[config.mk]
export PLATFORM = sky130hd
export DESIGN_NAME = art_timer
export DESIGN_NICKNAME = d
export VERILOG_FILES = /design/src/include/art_pkg.sv /design/src/core/art_tick_gen.sv /design/src/core/art_timer.sv
export SDC_FILE = /design/constraint.sdc
export NUM_CORES = 1
export LEC_CHECK = 0
export ABC_AREA = 0
export BUFFER_PORTS_ARGS = -buffer_cell sky130_fd_sc_hd__buf_2
export CORE_MARGIN = 1
export CORE_UTILIZATION = 40
export DETAILED_ROUTE_END_ITERATION = 12
export GPL_TIMING_DRIVEN = 0
export PLACE_DENSITY_LB_ADDON = 0.25
export SETUP_SLACK_MARGIN = 0.15
export SLEW_MARGIN = 20
export SYNTH_ARGS = -nofsm -noshare
export SYNTH_HDL_FRONTEND = slang
export SYNTH_SLANG_ARGS = --single-unit
[constraint.sdc]
create_clock -name aclk -period 3.2 [get_ports aclk]
set_input_delay 0.48 -clock aclk [delete_from_list [all_inputs] [get_ports aclk]]
set_output_delay 0.48 -clock aclk [all_outputs]
set_load 0.1 [all_outputs]
[src/include/art_pkg.sv]
// Shared constants, register map and carrier types of the auto-reload timer with capture.
package art_pkg;

    // Bus geometry.
    localparam int unsigned AXI_ADDR_W = 6;
    localparam int unsigned AXI_DATA_W = 32;

    // Default divide ratio of the slow count clock derived from the system clock.
    localparam int unsigned SYS_DIV = 12;

    // Byte addresses of the registers.
    localparam logic [5:0] OFS_CTRL = 6'h00;
    localparam logic [5:0] OFS_CLKSEL = 6'h04;
    localparam logic [5:0] OFS_CNT_LO = 6'h08;
    localparam logic [5:0] OFS_CNT_HI = 6'h0c;
    localparam logic [5:0] OFS_RLD_LO = 6'h10;
    localparam logic [5:0] OFS_RLD_HI = 6'h14;
    localparam logic [5:0] OFS_TMR_IE = 6'h18;
    localparam logic [5:0] OFS_EV_STATUS = 6'h1c;
    localparam logic [5:0] OFS_EV_CLEAR = 6'h20;
    localparam logic [5:0] OFS_EV_ENABLE = 6'h24;

    // Reset values and writable-bit masks.
    localparam logic [7:0] CTRL_RST = 8'h00;
    localparam logic [7:0] CTRL_WMASK = 8'hfd;
    localparam logic [7:0] CLKSEL_RST = 8'h00;
    localparam logic [7:0] CLKSEL_WMASK = 8'h30;
    localparam logic [7:0] BYTE_RST = 8'h00;
    localparam logic [7:0] BYTE_ALL_ONES = 8'hff;
    localparam logic [15:0] CNT_ALL_ONES = 16'hffff;
    localparam logic [15:0] WORD_RST = 16'h0000;
    localparam logic [2:0] EV_RST = 3'h0;

    // Bus responses.
    localparam logic [1:0] RESP_OKAY = 2'h0;
    localparam logic [1:0] RESP_SLVERR = 2'h2;

    // Timer control register, bit 7 down to bit 0.
    typedef struct packed {
        logic high_overflow_flag;
        logic low_overflow_flag;
        logic low_byte_irq_enable;
        logic capture_mode_enable;
        logic split_mode_select;
        logic run_control;
        logic reserved_b1;
        logic external_clock_select;
    } art_ctrl_t;

    // Clock control register, bit 7 down to bit 0.
    typedef struct packed {
        logic [1:0] reserved_hi;
        logic high_half_clock_select;
        logic low_half_clock_select;
        logic [3:0] reserved_lo;
    } art_clksel_t;

    // Event bits, shared by status, clear and enable registers.
    typedef struct packed {
        logic capture;
        logic low_ovf;
        logic high_ovf;
    } art_ev_t;

    // Count-clock strobes from the tick generator.
    typedef struct packed {
        logic div_tick;
        logic ext_fall;
    } art_tick_t;

    // Register selected by a bus address.
    typedef enum logic [3:0] {
        SEL_CTRL,
        SEL_CLKSEL,
        SEL_CNT_LO,
        SEL_CNT_HI,
        SEL_RLD_LO,
        SEL_RLD_HI,
        SEL_TMR_IE,
        SEL_EV_STATUS,
        SEL_EV_CLEAR,
        SEL_EV_ENABLE,
        SEL_NONE
    } art_sel_t;

endpackage

[src/core/art_tick_gen.sv]
// Prescaler and external clock synchroniser that produce the count-clock strobes.
`timescale 1ns/100ps
module art_tick_gen #(
    parameter int unsigned PRESCALE = art_pkg::SYS_DIV
) (
    input wire logic aclk,
    input wire logic aresetn,
    input wire logic ext_osc_div8,
    output art_pkg::art_tick_t tick
);

    localparam int unsigned DIV_W = $clog2(PRESCALE);
    localparam logic [DIV_W-1:0] DIV_LAST = DIV_W'(PRESCALE - 1);
    localparam logic [DIV_W-1:0] DIV_ZERO = '0;

    logic [DIV_W-1:0] div_cnt_q;
    logic div_tick_q;
    logic [2:0] sync_q;
    logic level_q;
    logic fall_q;

    // Free-running prescaler; the strobe lasts one cycle out of every PRESCALE.
    always_ff @(posedge aclk) begin
        if (!aresetn) begin
            div_cnt_q <= DIV_ZERO;
            div_tick_q <= 1'b0;
        end else if (div_cnt_q == DIV_LAST) begin
            div_cnt_q <= DIV_ZERO;
            div_tick_q <= 1'b1;
        end else begin
            div_cnt_q <= div_cnt_q + DIV_W'(1);
            div_tick_q <= 1'b0;
        end
    end

    // Three-stage synchroniser; stage zero feeds only stage one.
    always_ff @(posedge aclk) begin
        if (!aresetn) begin
            sync_q <= 3'h0;
        end else begin
            sync_q <= {sync_q[1:0], ext_osc_div8};
        end
    end

    // A level counts once stages one and two agree, which filters a single metastable sample.
    // The level starts low so a clock already high at reset yields no false edge.
    always_ff @(posedge aclk) begin
        if (!aresetn) begin
            level_q <= 1'b0;
            fall_q <= 1'b0;
        end else begin
            fall_q <= 1'b0;
            if (sync_q[1] == sync_q[2]) begin
                level_q <= sync_q[2];
                fall_q <= level_q && !sync_q[2];
            end
        end
    end

    assign tick.div_tick = div_tick_q;
    assign tick.ext_fall = fall_q;

endmodule

[src/core/art_timer.sv]
// Auto-reload timer with split mode, external clock capture and an AXI4-Lite register slave.
//
// The register offsets and the AXI4-Lite interface to the registers were decided locally.
`timescale 1ns/100ps
module art_timer #(
    parameter int unsigned PRESCALE = art_pkg::SYS_DIV
) (
    input wire logic aclk,
    input wire logic aresetn,
    input wire logic ext_osc_div8,
    input wire logic [art_pkg::AXI_ADDR_W-1:0] awaddr,
    input wire logic awvalid,
    output logic awready,
    input wire logic [art_pkg::AXI_DATA_W-1:0] wdata,
    input wire logic [3:0] wstrb,
    input wire logic wvalid,
    output logic wready,
    output logic [1:0] bresp,
    output logic bvalid,
    input wire logic bready,
    input wire logic [art_pkg::AXI_ADDR_W-1:0] araddr,
    input wire logic arvalid,
    output logic arready,
    output logic [art_pkg::AXI_DATA_W-1:0] rdata,
    output logic [1:0] rresp,
    output logic rvalid,
    input wire logic rready,
    output logic irq
);

    // Maps a bus address onto a register; used by both the write and the read path.
    function automatic art_pkg::art_sel_t reg_decode(input logic [art_pkg::AXI_ADDR_W-1:0] a);
        case (a)
            art_pkg::OFS_CTRL: reg_decode = art_pkg::SEL_CTRL;
            art_pkg::OFS_CLKSEL: reg_decode = art_pkg::SEL_CLKSEL;
            art_pkg::OFS_CNT_LO: reg_decode = art_pkg::SEL_CNT_LO;
            art_pkg::OFS_CNT_HI: reg_decode = art_pkg::SEL_CNT_HI;
            art_pkg::OFS_RLD_LO: reg_decode = art_pkg::SEL_RLD_LO;
            art_pkg::OFS_RLD_HI: reg_decode = art_pkg::SEL_RLD_HI;
            art_pkg::OFS_TMR_IE: reg_decode = art_pkg::SEL_TMR_IE;
            art_pkg::OFS_EV_STATUS: reg_decode = art_pkg::SEL_EV_STATUS;
            art_pkg::OFS_EV_CLEAR: reg_decode = art_pkg::SEL_EV_CLEAR;
            art_pkg::OFS_EV_ENABLE: reg_decode = art_pkg::SEL_EV_ENABLE;
            default: reg_decode = art_pkg::SEL_NONE;
        endcase
    endfunction

    art_pkg::art_tick_t tick;
    art_pkg::art_ctrl_t ctrl_q;
    art_pkg::art_clksel_t clksel_q;
    art_pkg::art_ev_t ev_status_q;
    art_pkg::art_ev_t ev_enable_q;
    art_pkg::art_ev_t ev_now;
    art_pkg::art_sel_t wr_sel;
    art_pkg::art_sel_t rd_sel;
    logic [15:0] cnt_q;
    logic [15:0] cnt_d;
    logic [15:0] reload_q;
    logic tmr_ie_q;
    logic irq_q;
    logic aw_held_q;
    logic [art_pkg::AXI_ADDR_W-1:0] awaddr_q;
    logic w_held_q;
    logic [7:0] wbyte_q;
    logic wstrb0_q;
    logic bvalid_q;
    logic [1:0] bresp_q;
    logic rvalid_q;
    logic [1:0] rresp_q;
    logic [art_pkg::AXI_DATA_W-1:0] rdata_q;
    logic [7:0] rd_val;
    logic wr_fire;
    logic wr_byte;
    logic lo_tick;
    logic hi_tick;
    logic cap_ev;
    logic lo_roll;
    logic hi_roll;

    art_tick_gen #(
        .PRESCALE(PRESCALE)
    ) u_tick (
        .aclk(aclk),
        .aresetn(aresetn),
        .ext_osc_div8(ext_osc_div8),
        .tick(tick)
    );

    // Write side: address and data are taken independently, in either order, and held until both are in.
    assign awready = !aw_held_q && !bvalid_q;
    assign wready = !w_held_q && !bvalid_q;
    assign wr_fire = aw_held_q && w_held_q && !bvalid_q;
    assign wr_sel = reg_decode(awaddr_q);
    assign wr_byte = wr_fire && wstrb0_q;

    always_ff @(posedge aclk) begin
        if (!aresetn) begin
            aw_held_q <= 1'b0;
            awaddr_q <= '0;
        end else if (awvalid && awready) begin
            aw_held_q <= 1'b1;
            awaddr_q <= awaddr;
        end else if (wr_fire) begin
            aw_held_q <= 1'b0;
        end
    end

    // Only byte lane zero carries register data; a write with that lane off changes nothing.
    always_ff @(posedge aclk) begin
        if (!aresetn) begin
            w_held_q <= 1'b0;
            wbyte_q <= art_pkg::BYTE_RST;
            wstrb0_q <= 1'b0;
        end else if (wvalid && wready) begin
            w_held_q <= 1'b1;
            wbyte_q <= wdata[7:0];
            wstrb0_q <= wstrb[0];
        end else if (wr_fire) begin
            w_held_q <= 1'b0;
        end
    end

    // Write response; an unmapped address is answered with a slave error.
    always_ff @(posedge aclk) begin
        if (!aresetn) begin
            bvalid_q <= 1'b0;
            bresp_q <= art_pkg::RESP_OKAY;
        end else if (wr_fire) begin
            bvalid_q <= 1'b1;
            bresp_q <= (wr_sel == art_pkg::SEL_NONE) ? art_pkg::RESP_SLVERR : art_pkg::RESP_OKAY;
        end else if (bready) begin
            bvalid_q <= 1'b0;
        end
    end

    assign bvalid = bvalid_q;
    assign bresp = bresp_q;

    // Count strobes per half. Capture mode takes the external edge away from the low half,
    // because that edge now marks the capture instant instead of advancing the count.
    always_comb begin
        if (clksel_q.low_half_clock_select) begin
            lo_tick = 1'b1;
        end else if (ctrl_q.external_clock_select && !ctrl_q.capture_mode_enable) begin
            lo_tick = tick.ext_fall;
        end else begin
            lo_tick = tick.div_tick;
        end
        if (clksel_q.high_half_clock_select) begin
            hi_tick = 1'b1;
        end else if (ctrl_q.external_clock_select) begin
            hi_tick = tick.ext_fall;
        end else begin
            hi_tick = tick.div_tick;
        end
    end

    assign cap_ev = ctrl_q.capture_mode_enable && tick.ext_fall;

    // Next count: 16-bit or split counting, then software writes, which win over counting.
    always_comb begin
        cnt_d = cnt_q;
        lo_roll = 1'b0;
        hi_roll = 1'b0;
        if (!ctrl_q.split_mode_select) begin
            if (ctrl_q.run_control && lo_tick) begin
                lo_roll = (cnt_q[7:0] == art_pkg::BYTE_ALL_ONES);
                if (cnt_q == art_pkg::CNT_ALL_ONES) begin
                    cnt_d = reload_q;
                    hi_roll = 1'b1;
                end else begin
                    cnt_d = cnt_q + 16'h0001;
                end
            end
        end else begin
            if (lo_tick) begin
                lo_roll = (cnt_q[7:0] == art_pkg::BYTE_ALL_ONES);
                cnt_d[7:0] = lo_roll ? reload_q[7:0] : cnt_q[7:0] + 8'h01;
            end
            if (ctrl_q.run_control && hi_tick) begin
                hi_roll = (cnt_q[15:8] == art_pkg::BYTE_ALL_ONES);
                cnt_d[15:8] = hi_roll ? reload_q[15:8] : cnt_q[15:8] + 8'h01;
            end
        end
        if (wr_byte && wr_sel == art_pkg::SEL_CNT_LO) begin
            cnt_d[7:0] = wbyte_q;
        end
        if (wr_byte && wr_sel == art_pkg::SEL_CNT_HI) begin
            cnt_d[15:8] = wbyte_q;
        end
    end

    always_ff @(posedge aclk) begin
        if (!aresetn) begin
            cnt_q <= art_pkg::WORD_RST;
        end else begin
            cnt_q <= cnt_d;
        end
    end

    // Reload registers; a capture in the same cycle as a software write takes precedence.
    always_ff @(posedge aclk) begin
        if (!aresetn) begin
            reload_q <= art_pkg::WORD_RST;
        end else if (cap_ev) begin
            reload_q <= cnt_q;
        end else begin
            if (wr_byte && wr_sel == art_pkg::SEL_RLD_LO) begin
                reload_q[7:0] <= wbyte_q;
            end
            if (wr_byte && wr_sel == art_pkg::SEL_RLD_HI) begin
                reload_q[15:8] <= wbyte_q;
            end
        end
    end

    // Control register. Overflow flags are set by hardware or by a software write of one; a set in the
    // same cycle as a software write of zero wins so that no overflow is lost.
    always_ff @(posedge aclk) begin
        if (!aresetn) begin
            ctrl_q <= art_pkg::CTRL_RST;
        end else begin
            if (wr_byte && wr_sel == art_pkg::SEL_CTRL) begin
                ctrl_q <= wbyte_q & art_pkg::CTRL_WMASK;
            end
            if (hi_roll || cap_ev) begin
                ctrl_q.high_overflow_flag <= 1'b1;
            end
            if (lo_roll) begin
                ctrl_q.low_overflow_flag <= 1'b1;
            end
        end
    end

    // Clock select and timer interrupt enable registers.
    always_ff @(posedge aclk) begin
        if (!aresetn) begin
            clksel_q <= art_pkg::CLKSEL_RST;
            tmr_ie_q <= 1'b0;
        end else begin
            if (wr_byte && wr_sel == art_pkg::SEL_CLKSEL) begin
                clksel_q <= wbyte_q & art_pkg::CLKSEL_WMASK;
            end
            if (wr_byte && wr_sel == art_pkg::SEL_TMR_IE) begin
                tmr_ie_q <= wbyte_q[0];
            end
        end
    end

    // Sticky event status: writing ones to the clear register drops bits, new events win.
    assign ev_now.high_ovf = hi_roll;
    assign ev_now.low_ovf = lo_roll;
    assign ev_now.capture = cap_ev;

    always_ff @(posedge aclk) begin
        if (!aresetn) begin
            ev_status_q <= art_pkg::EV_RST;
            ev_enable_q <= art_pkg::EV_RST;
        end else begin
            if (wr_byte && wr_sel == art_pkg::SEL_EV_CLEAR) begin
                ev_status_q <= (ev_status_q & ~wbyte_q[2:0]) | ev_now;
            end else begin
                ev_status_q <= ev_status_q | ev_now;
            end
            if (wr_byte && wr_sel == art_pkg::SEL_EV_ENABLE) begin
                ev_enable_q <= wbyte_q[2:0];
            end
        end
    end

    // One level interrupt: the flag-based timer request or any enabled sticky event.
    // The low flag only requests when the low-byte enable is set, in either mode.
    always_ff @(posedge aclk) begin
        if (!aresetn) begin
            irq_q <= 1'b0;
        end else begin
            irq_q <= (tmr_ie_q && (ctrl_q.high_overflow_flag
                || (ctrl_q.low_byte_irq_enable && ctrl_q.low_overflow_flag)))
                || ((ev_status_q & ev_enable_q) != art_pkg::EV_RST);
        end
    end

    assign irq = irq_q;

    // Read side: one read at a time, data registered on acceptance.
    assign arready = !rvalid_q;
    assign rd_sel = reg_decode(araddr);

    always_comb begin
        case (rd_sel)
            art_pkg::SEL_CTRL: rd_val = ctrl_q;
            art_pkg::SEL_CLKSEL: rd_val = clksel_q;
            art_pkg::SEL_CNT_LO: rd_val = cnt_q[7:0];
            art_pkg::SEL_CNT_HI: rd_val = cnt_q[15:8];
            art_pkg::SEL_RLD_LO: rd_val = reload_q[7:0];
            art_pkg::SEL_RLD_HI: rd_val = reload_q[15:8];
            art_pkg::SEL_TMR_IE: rd_val = {7'h00, tmr_ie_q};
            art_pkg::SEL_EV_STATUS: rd_val = {5'h00, ev_status_q};
            art_pkg::SEL_EV_ENABLE: rd_val = {5'h00, ev_enable_q};
            default: rd_val = art_pkg::BYTE_RST;
        endcase
    end

    always_ff @(posedge aclk) begin
        if (!aresetn) begin
            rvalid_q <= 1'b0;
            rdata_q <= '0;
            rresp_q <= art_pkg::RESP_OKAY;
        end else if (arvalid && arready) begin
            rvalid_q <= 1'b1;
            rdata_q <= {24'h000000, rd_val};
            rresp_q <= (rd_sel == art_pkg::SEL_NONE) ? art_pkg::RESP_SLVERR : art_pkg::RESP_OKAY;
        end else if (rready) begin
            rvalid_q <= 1'b0;
        end
    end

    assign rvalid = rvalid_q;
    assign rdata = rdata_q;
    assign rresp = rresp_q;

endmodule

Word level (Yosys, flattened, before mapping)
Index checks and enable logic that the tools add are counted.

Register bits: 90. Input bits: 56. Output and inout bits: 42. Logic and storage cells: 181.

$add $sub $neg: 4. Equality and inequality tests: 43. Mux-type cells: 40. Bitwise operators: 6. Reductions and logical operators: 52.

Operator list (count): 4-bit one-hot mux with 10 select lines (2); 8-bit two-way mux (9); 8-bit one-hot mux with 9 select lines (1); 16-bit two-way mux (4); 6-bit by 5-bit == test with 1-bit output (second input constant) (8); 4-bit by 3-bit == test with 1-bit output (second input constant) (7); 4-bit == test (second input constant) (6); 6-bit by 4-bit == test with 1-bit output (second input constant) (4); 6-bit == test (second input constant) (4); 1-bit logical AND (24); 1-bit two-way mux (21); 16-bit by 1-bit adder with 16-bit output (second input constant) (1); 8-bit by 1-bit adder with 8-bit output (second input constant) (2); 16-bit == test (second input constant) (1); 4-bit by 2-bit == test with 1-bit output (second input constant) (4); 8-bit == test (second input constant) (2); 2-bit nonzero test (8); 6-bit by 3-bit == test with 1-bit output (second input constant) (2); 6-bit logical NOT (2); 3-bit nonzero test (3); 4-bit by 1-bit == test with 1-bit output (second input constant) (2); 4-bit logical NOT (2); 3-bit AND (2); 1-bit logical NOT (6); other kinds (11) (18).

Longest topological paths before layout
Word-level depth: 9. Mapped depth: 8. Gate-level depth less buffers: 7.

Hierarchy
A second synthesis with hierarchy kept.

Cell total of the unflattened synthesis: 589. Area total of the unflattened synthesis: 4978.5 um^2.

By module, submodules not included: art_timer (instances 1, cells an instance 555, area an instance 4615.7 um^2, sequential area each 1561.5 um^2); art_tick_gen (instances 1, cells an instance 34, area an instance 362.8 um^2, sequential area each 200.2 um^2).

Worst setup path after synthesis
No wires, ideal clock.

Path kind: register -> register. Start: reg bvalid_q, in the netlist bvalid. End: reg awaddr_q[2] (netlist name). Library setup time: 0.128 ns. Arrival: 2.948 ns. Data required time: 3.072 ns. Setup slack: 0.124 ns. Stages on the path, launching flop included: 6. Path buffers: 1. Period minus slack after synthesis: 3.076 ns. Cells stage by stage: dfxtp_1 nor2_1 and2_1 clkbuf_1 mux2i_1 nor2_1.

Cells in the longest elaborated chain, start to end: 3.

RTL lines: start, declared (RTL line art_timer.sv:66) `logic bvalid_q;`; start signal, assigned (RTL line art_timer.sv:126) `bvalid_q <= 1'b0;`; start signal, assigned (RTL line art_timer.sv:129) `bvalid_q <= 1'b1;`; start signal, assigned (RTL line art_timer.sv:132) `bvalid_q <= 1'b0;`; 1-bit logical NOT (RTL line art_timer.sv:90) `assign awready = !aw_held_q && !bvalid_q;`; 1-bit logical AND (RTL line art_timer.sv:90); named net awready (RTL line art_timer.sv:13) `output logic awready,`; 1-bit logical AND (RTL line art_timer.sv:100) `end else if (awvalid && awready) begin`; end signal, assigned (RTL line art_timer.sv:102) `awaddr_q <= awaddr;`; end, declared (RTL line art_timer.sv:62) `logic [art_pkg::AXI_ADDR_W-1:0] awaddr_q;`.

The timed path passes the listed nets, and every way through them passes these cells. A chain may end at the register's enable or synchronous reset.

Final worst setup path
Start: reg cnt_q[8]. End: reg cnt_q[7].

Cells in the longest elaborated chain, start to end: 5.

RTL lines: start, declared (RTL line art_timer.sv:56) `logic [15:0] cnt_q;`; start signal, assigned (RTL line art_timer.sv:195) `cnt_q <= art_pkg::WORD_RST;`; start signal, assigned (RTL line art_timer.sv:197) `cnt_q <= cnt_d;`; 16-bit == test (RTL line art_timer.sv:168) `if (cnt_q == art_pkg::CNT_ALL_ONES) begin`; 16-bit two-way mux (RTL line art_timer.sv:168); 16-bit two-way mux (RTL line art_timer.sv:166) `if (ctrl_q.run_control && lo_tick) begin`; 16-bit two-way mux (RTL line art_timer.sv:165) `if (!ctrl_q.split_mode_select) begin`; 8-bit two-way mux (RTL line art_timer.sv:185) `if (wr_byte && wr_sel == art_pkg::SEL_CNT_LO) begin`.

Every way passes these cells. The select of a mux whose other input is x is not followed.

==> reports/results.ini <==
[place]
dp_hpwl_um = 10600
placed_area_um2 = 5300
pre_cts_slack_ns = 0.691
gp_congestion = 0.953
numPortBuffers = 43
dp_cells = 782

[cts]
clk_latency_ns = 0.35
cts_max_path_buffers = 2
clockRootBuffer = clkbuf_16
htreeDepth = 3
post_cts_resized = 0
post_cts_buffers = 0
cts_tree = built
numCtsBuffers = 9
clkTransAtPathRegs_ns = 0.07
cts_hold_buffers = 0
cts.sinks = 88

[global_routing]
grt_pass1_vias = 4165
antenna_found_initial = 0
grt_pass1_wl_um = 22700
grt_util_all_layers_pct = 23.5
grt_max_degree = 17
grt_overflow_total = 0

[route]
finalWirelength_um = 14400
drt_first_iter_violations = 509
drtPass1Iterations = 9
vias_per_cell = 5.74
drtAntennaViolNets = 0
wl_per_cell_um = 18.0
drc = 14
num_vias = 4584

[yosys]
netlist_area_um2 = 4800
synth.distinct_cells = 72
synth_edf_count = 0
synth_top_area_share_pct = 36.7
ys.flop_type = dfxtp_1
yosysSeqAreaShare_pct = 36.7
ys_ff_latch = 88
ys_top_cells_by_area = dfxtp_1 37%, mux2i_1 8.8%, a21oi_1 5.3%
yosys_warnings = 0
synth_largest_area_cell = dfxtp_1
synth-async-reset-ratio_pct = 0
syn_avg_cell_area_um2 = 8.41
netlist_instances = 571

[setup_path]
critPathKind = reg -> reg
crit_path_end_kind = flip-flop
worst_ep_required_time_ns = 3.44
crit_fanout = 7
cp.arrival_ns = 2.52
startpoint_type = flip-flop
crit_start = cnt_q[8]$_SDFFE_PN0P_
r2r-start = cnt_q[8]$_SDFFE_PN0P_

[timing]
hold_viol = 0
tns_ns = 0
min_period_over_period_pct = 71.3
fin_ws_ns = 0.917
finalMaxSlewViolations = 0
rsz0062_at_grt = false
tightest_slew_ns = 0.730
period_needed_ns = 2.28
timing.final.setup_violations = 0
relSlewSlack_pct = 50.9
skew_ns = 0.00758
fmax_mhz = 438

[final_layout]
design_area_um2 = 5590
drive_above_1_share_pct = 17.9
stdcell_count = 798
multi_input_area_um2 = 2760
final_common_cell = dfxtp_1
final_nets = 709
seq_area_um2 = 1760
layout_common_cells = 88 x dfxtp_1, 56 x nor2_1, 51 x a21oi_1
nFillCells = 1135
antennaDiodeCount = 0
area_delta_synth_final_pct = 16.3

[die]
ios = 98
num_rows = 39
initial_utilization_pct = 41.5
die_x_um = 112
dieArea_um2 = 12500
core-area_um2 = 11600
die_h_um = 112

[pwr]
power_density_nw_per_um2 = 453
vdd_ir_drop_max_uv = 272
leakage_nw = 2.28

[min_path]
hp-start = rready
min_path_type = in -> reg

[flow_run]
maxCapViolations = 0

[outcome]
outcome = finished with violations
violations = design-rule violations

registers in the layout, summed over array words and instances, names as in the netlist, 2 cells and up:
register          cells
ev_enable_q           3
reload_q             16
ctrl_q                7
awaddr_q              6
clksel_q              2
rdata                 8
u_tick.div_cnt_q      4
wbyte_q               8
u_tick.sync_q         3
ev_status_q           3
cnt_q                16
per-layer routing:
layer | GRT usage (%) | up-vias | routed length [um]
met5 | 0 | - | 0
met4 | 7.57 | 0 | 369
met3 | 5.50 | 37 | 1430
met2 | 38.0 | 244 | 6440
met1 | 31.0 | 2094 | 6140
li1 | - | 2209 | -
cells in the mapped netlist, types with 4 or more instances:
library cell and instances:
nor2b_1 5, a31o_2 4, a22oi_1 9, nand3_1 17, o22ai_1 4, buf_4 26
buf_2 5, nand2_1 50, dfxtp_1 88, nor2_1 57, and2_1 6, a32o_1 4
a211oi_1 12, a31oi_1 5, inv_1 12, o211ai_1 4, and3_1 6, nand4_1 6
a22o_1 7, mux2i_1 42, nor3_1 8, clkbuf_1 27, a21oi_1 51, o21ai_0 32
mux2_2 8
worst paths after layout:
check                                  end  slack (ns)  cells past startpoint
hold reg to reg   u_tick.fall_q$_SDFF_PN0_        0.42                      1
setup reg to reg     cnt_q[7]$_SDFFE_PN0P_        0.92                      7
setup / recovery     cnt_q[7]$_SDFFE_PN0P_        0.92                      7
hold / removal         rvalid$_SDFFE_PN0P_        0.31                      2
worst max-delay path, cell delays in order, from the launching register on:
cell,delay (ns)
dfxtp_1,0.31
ha_1,0.29
and4_1,0.29
and2_1,0.21
o21ai_1,0.54
mux2i_1,0.26
a21oi_1,0.09
a31o_1,0.18
through the flow:
step	utilization [%]	hold slack, ns	power, mW
global route	48.3	0.327	2.61
CTS	48.3	0.306	2.54
detailed placement	45.8	0.409	1.54
floorplan	-	0.393	1.47
finish	48.3	0.309	2.53
global placement	45.8	0.398	1.53
area by class of cell:
class                           instances  share of cell area [%]
Tap cell                              143                    3.20
Multi-Input combinational cell        434                    49.4
Buffer                                 62                    6.22
Inverter                               12                   0.806
Sequential cell                        88                    31.5
Clock buffer                           10                    4.10
Clock inverter                          6                   0.918
Timing Repair Buffer                   43                    3.85
power breakdown:
part	internal, mW	switching, mW
clock	0.538	0.475
sequential	1.12	0.0342
combinational	0.0805	0.285
cell families after synthesis:
logic type	synth area share, %
AND/OR/NAND/NOR	19.5
XOR/XNOR	1.09
flip-flops	36.7
buffers and inverters	8.18
adder cells (fa/ha/maj)	0.781
AO/OA/AOI/OAI	22.7
multiplexers	11.1
other	0.0781
No activity file was read; power rests on OpenSTA's default activity.
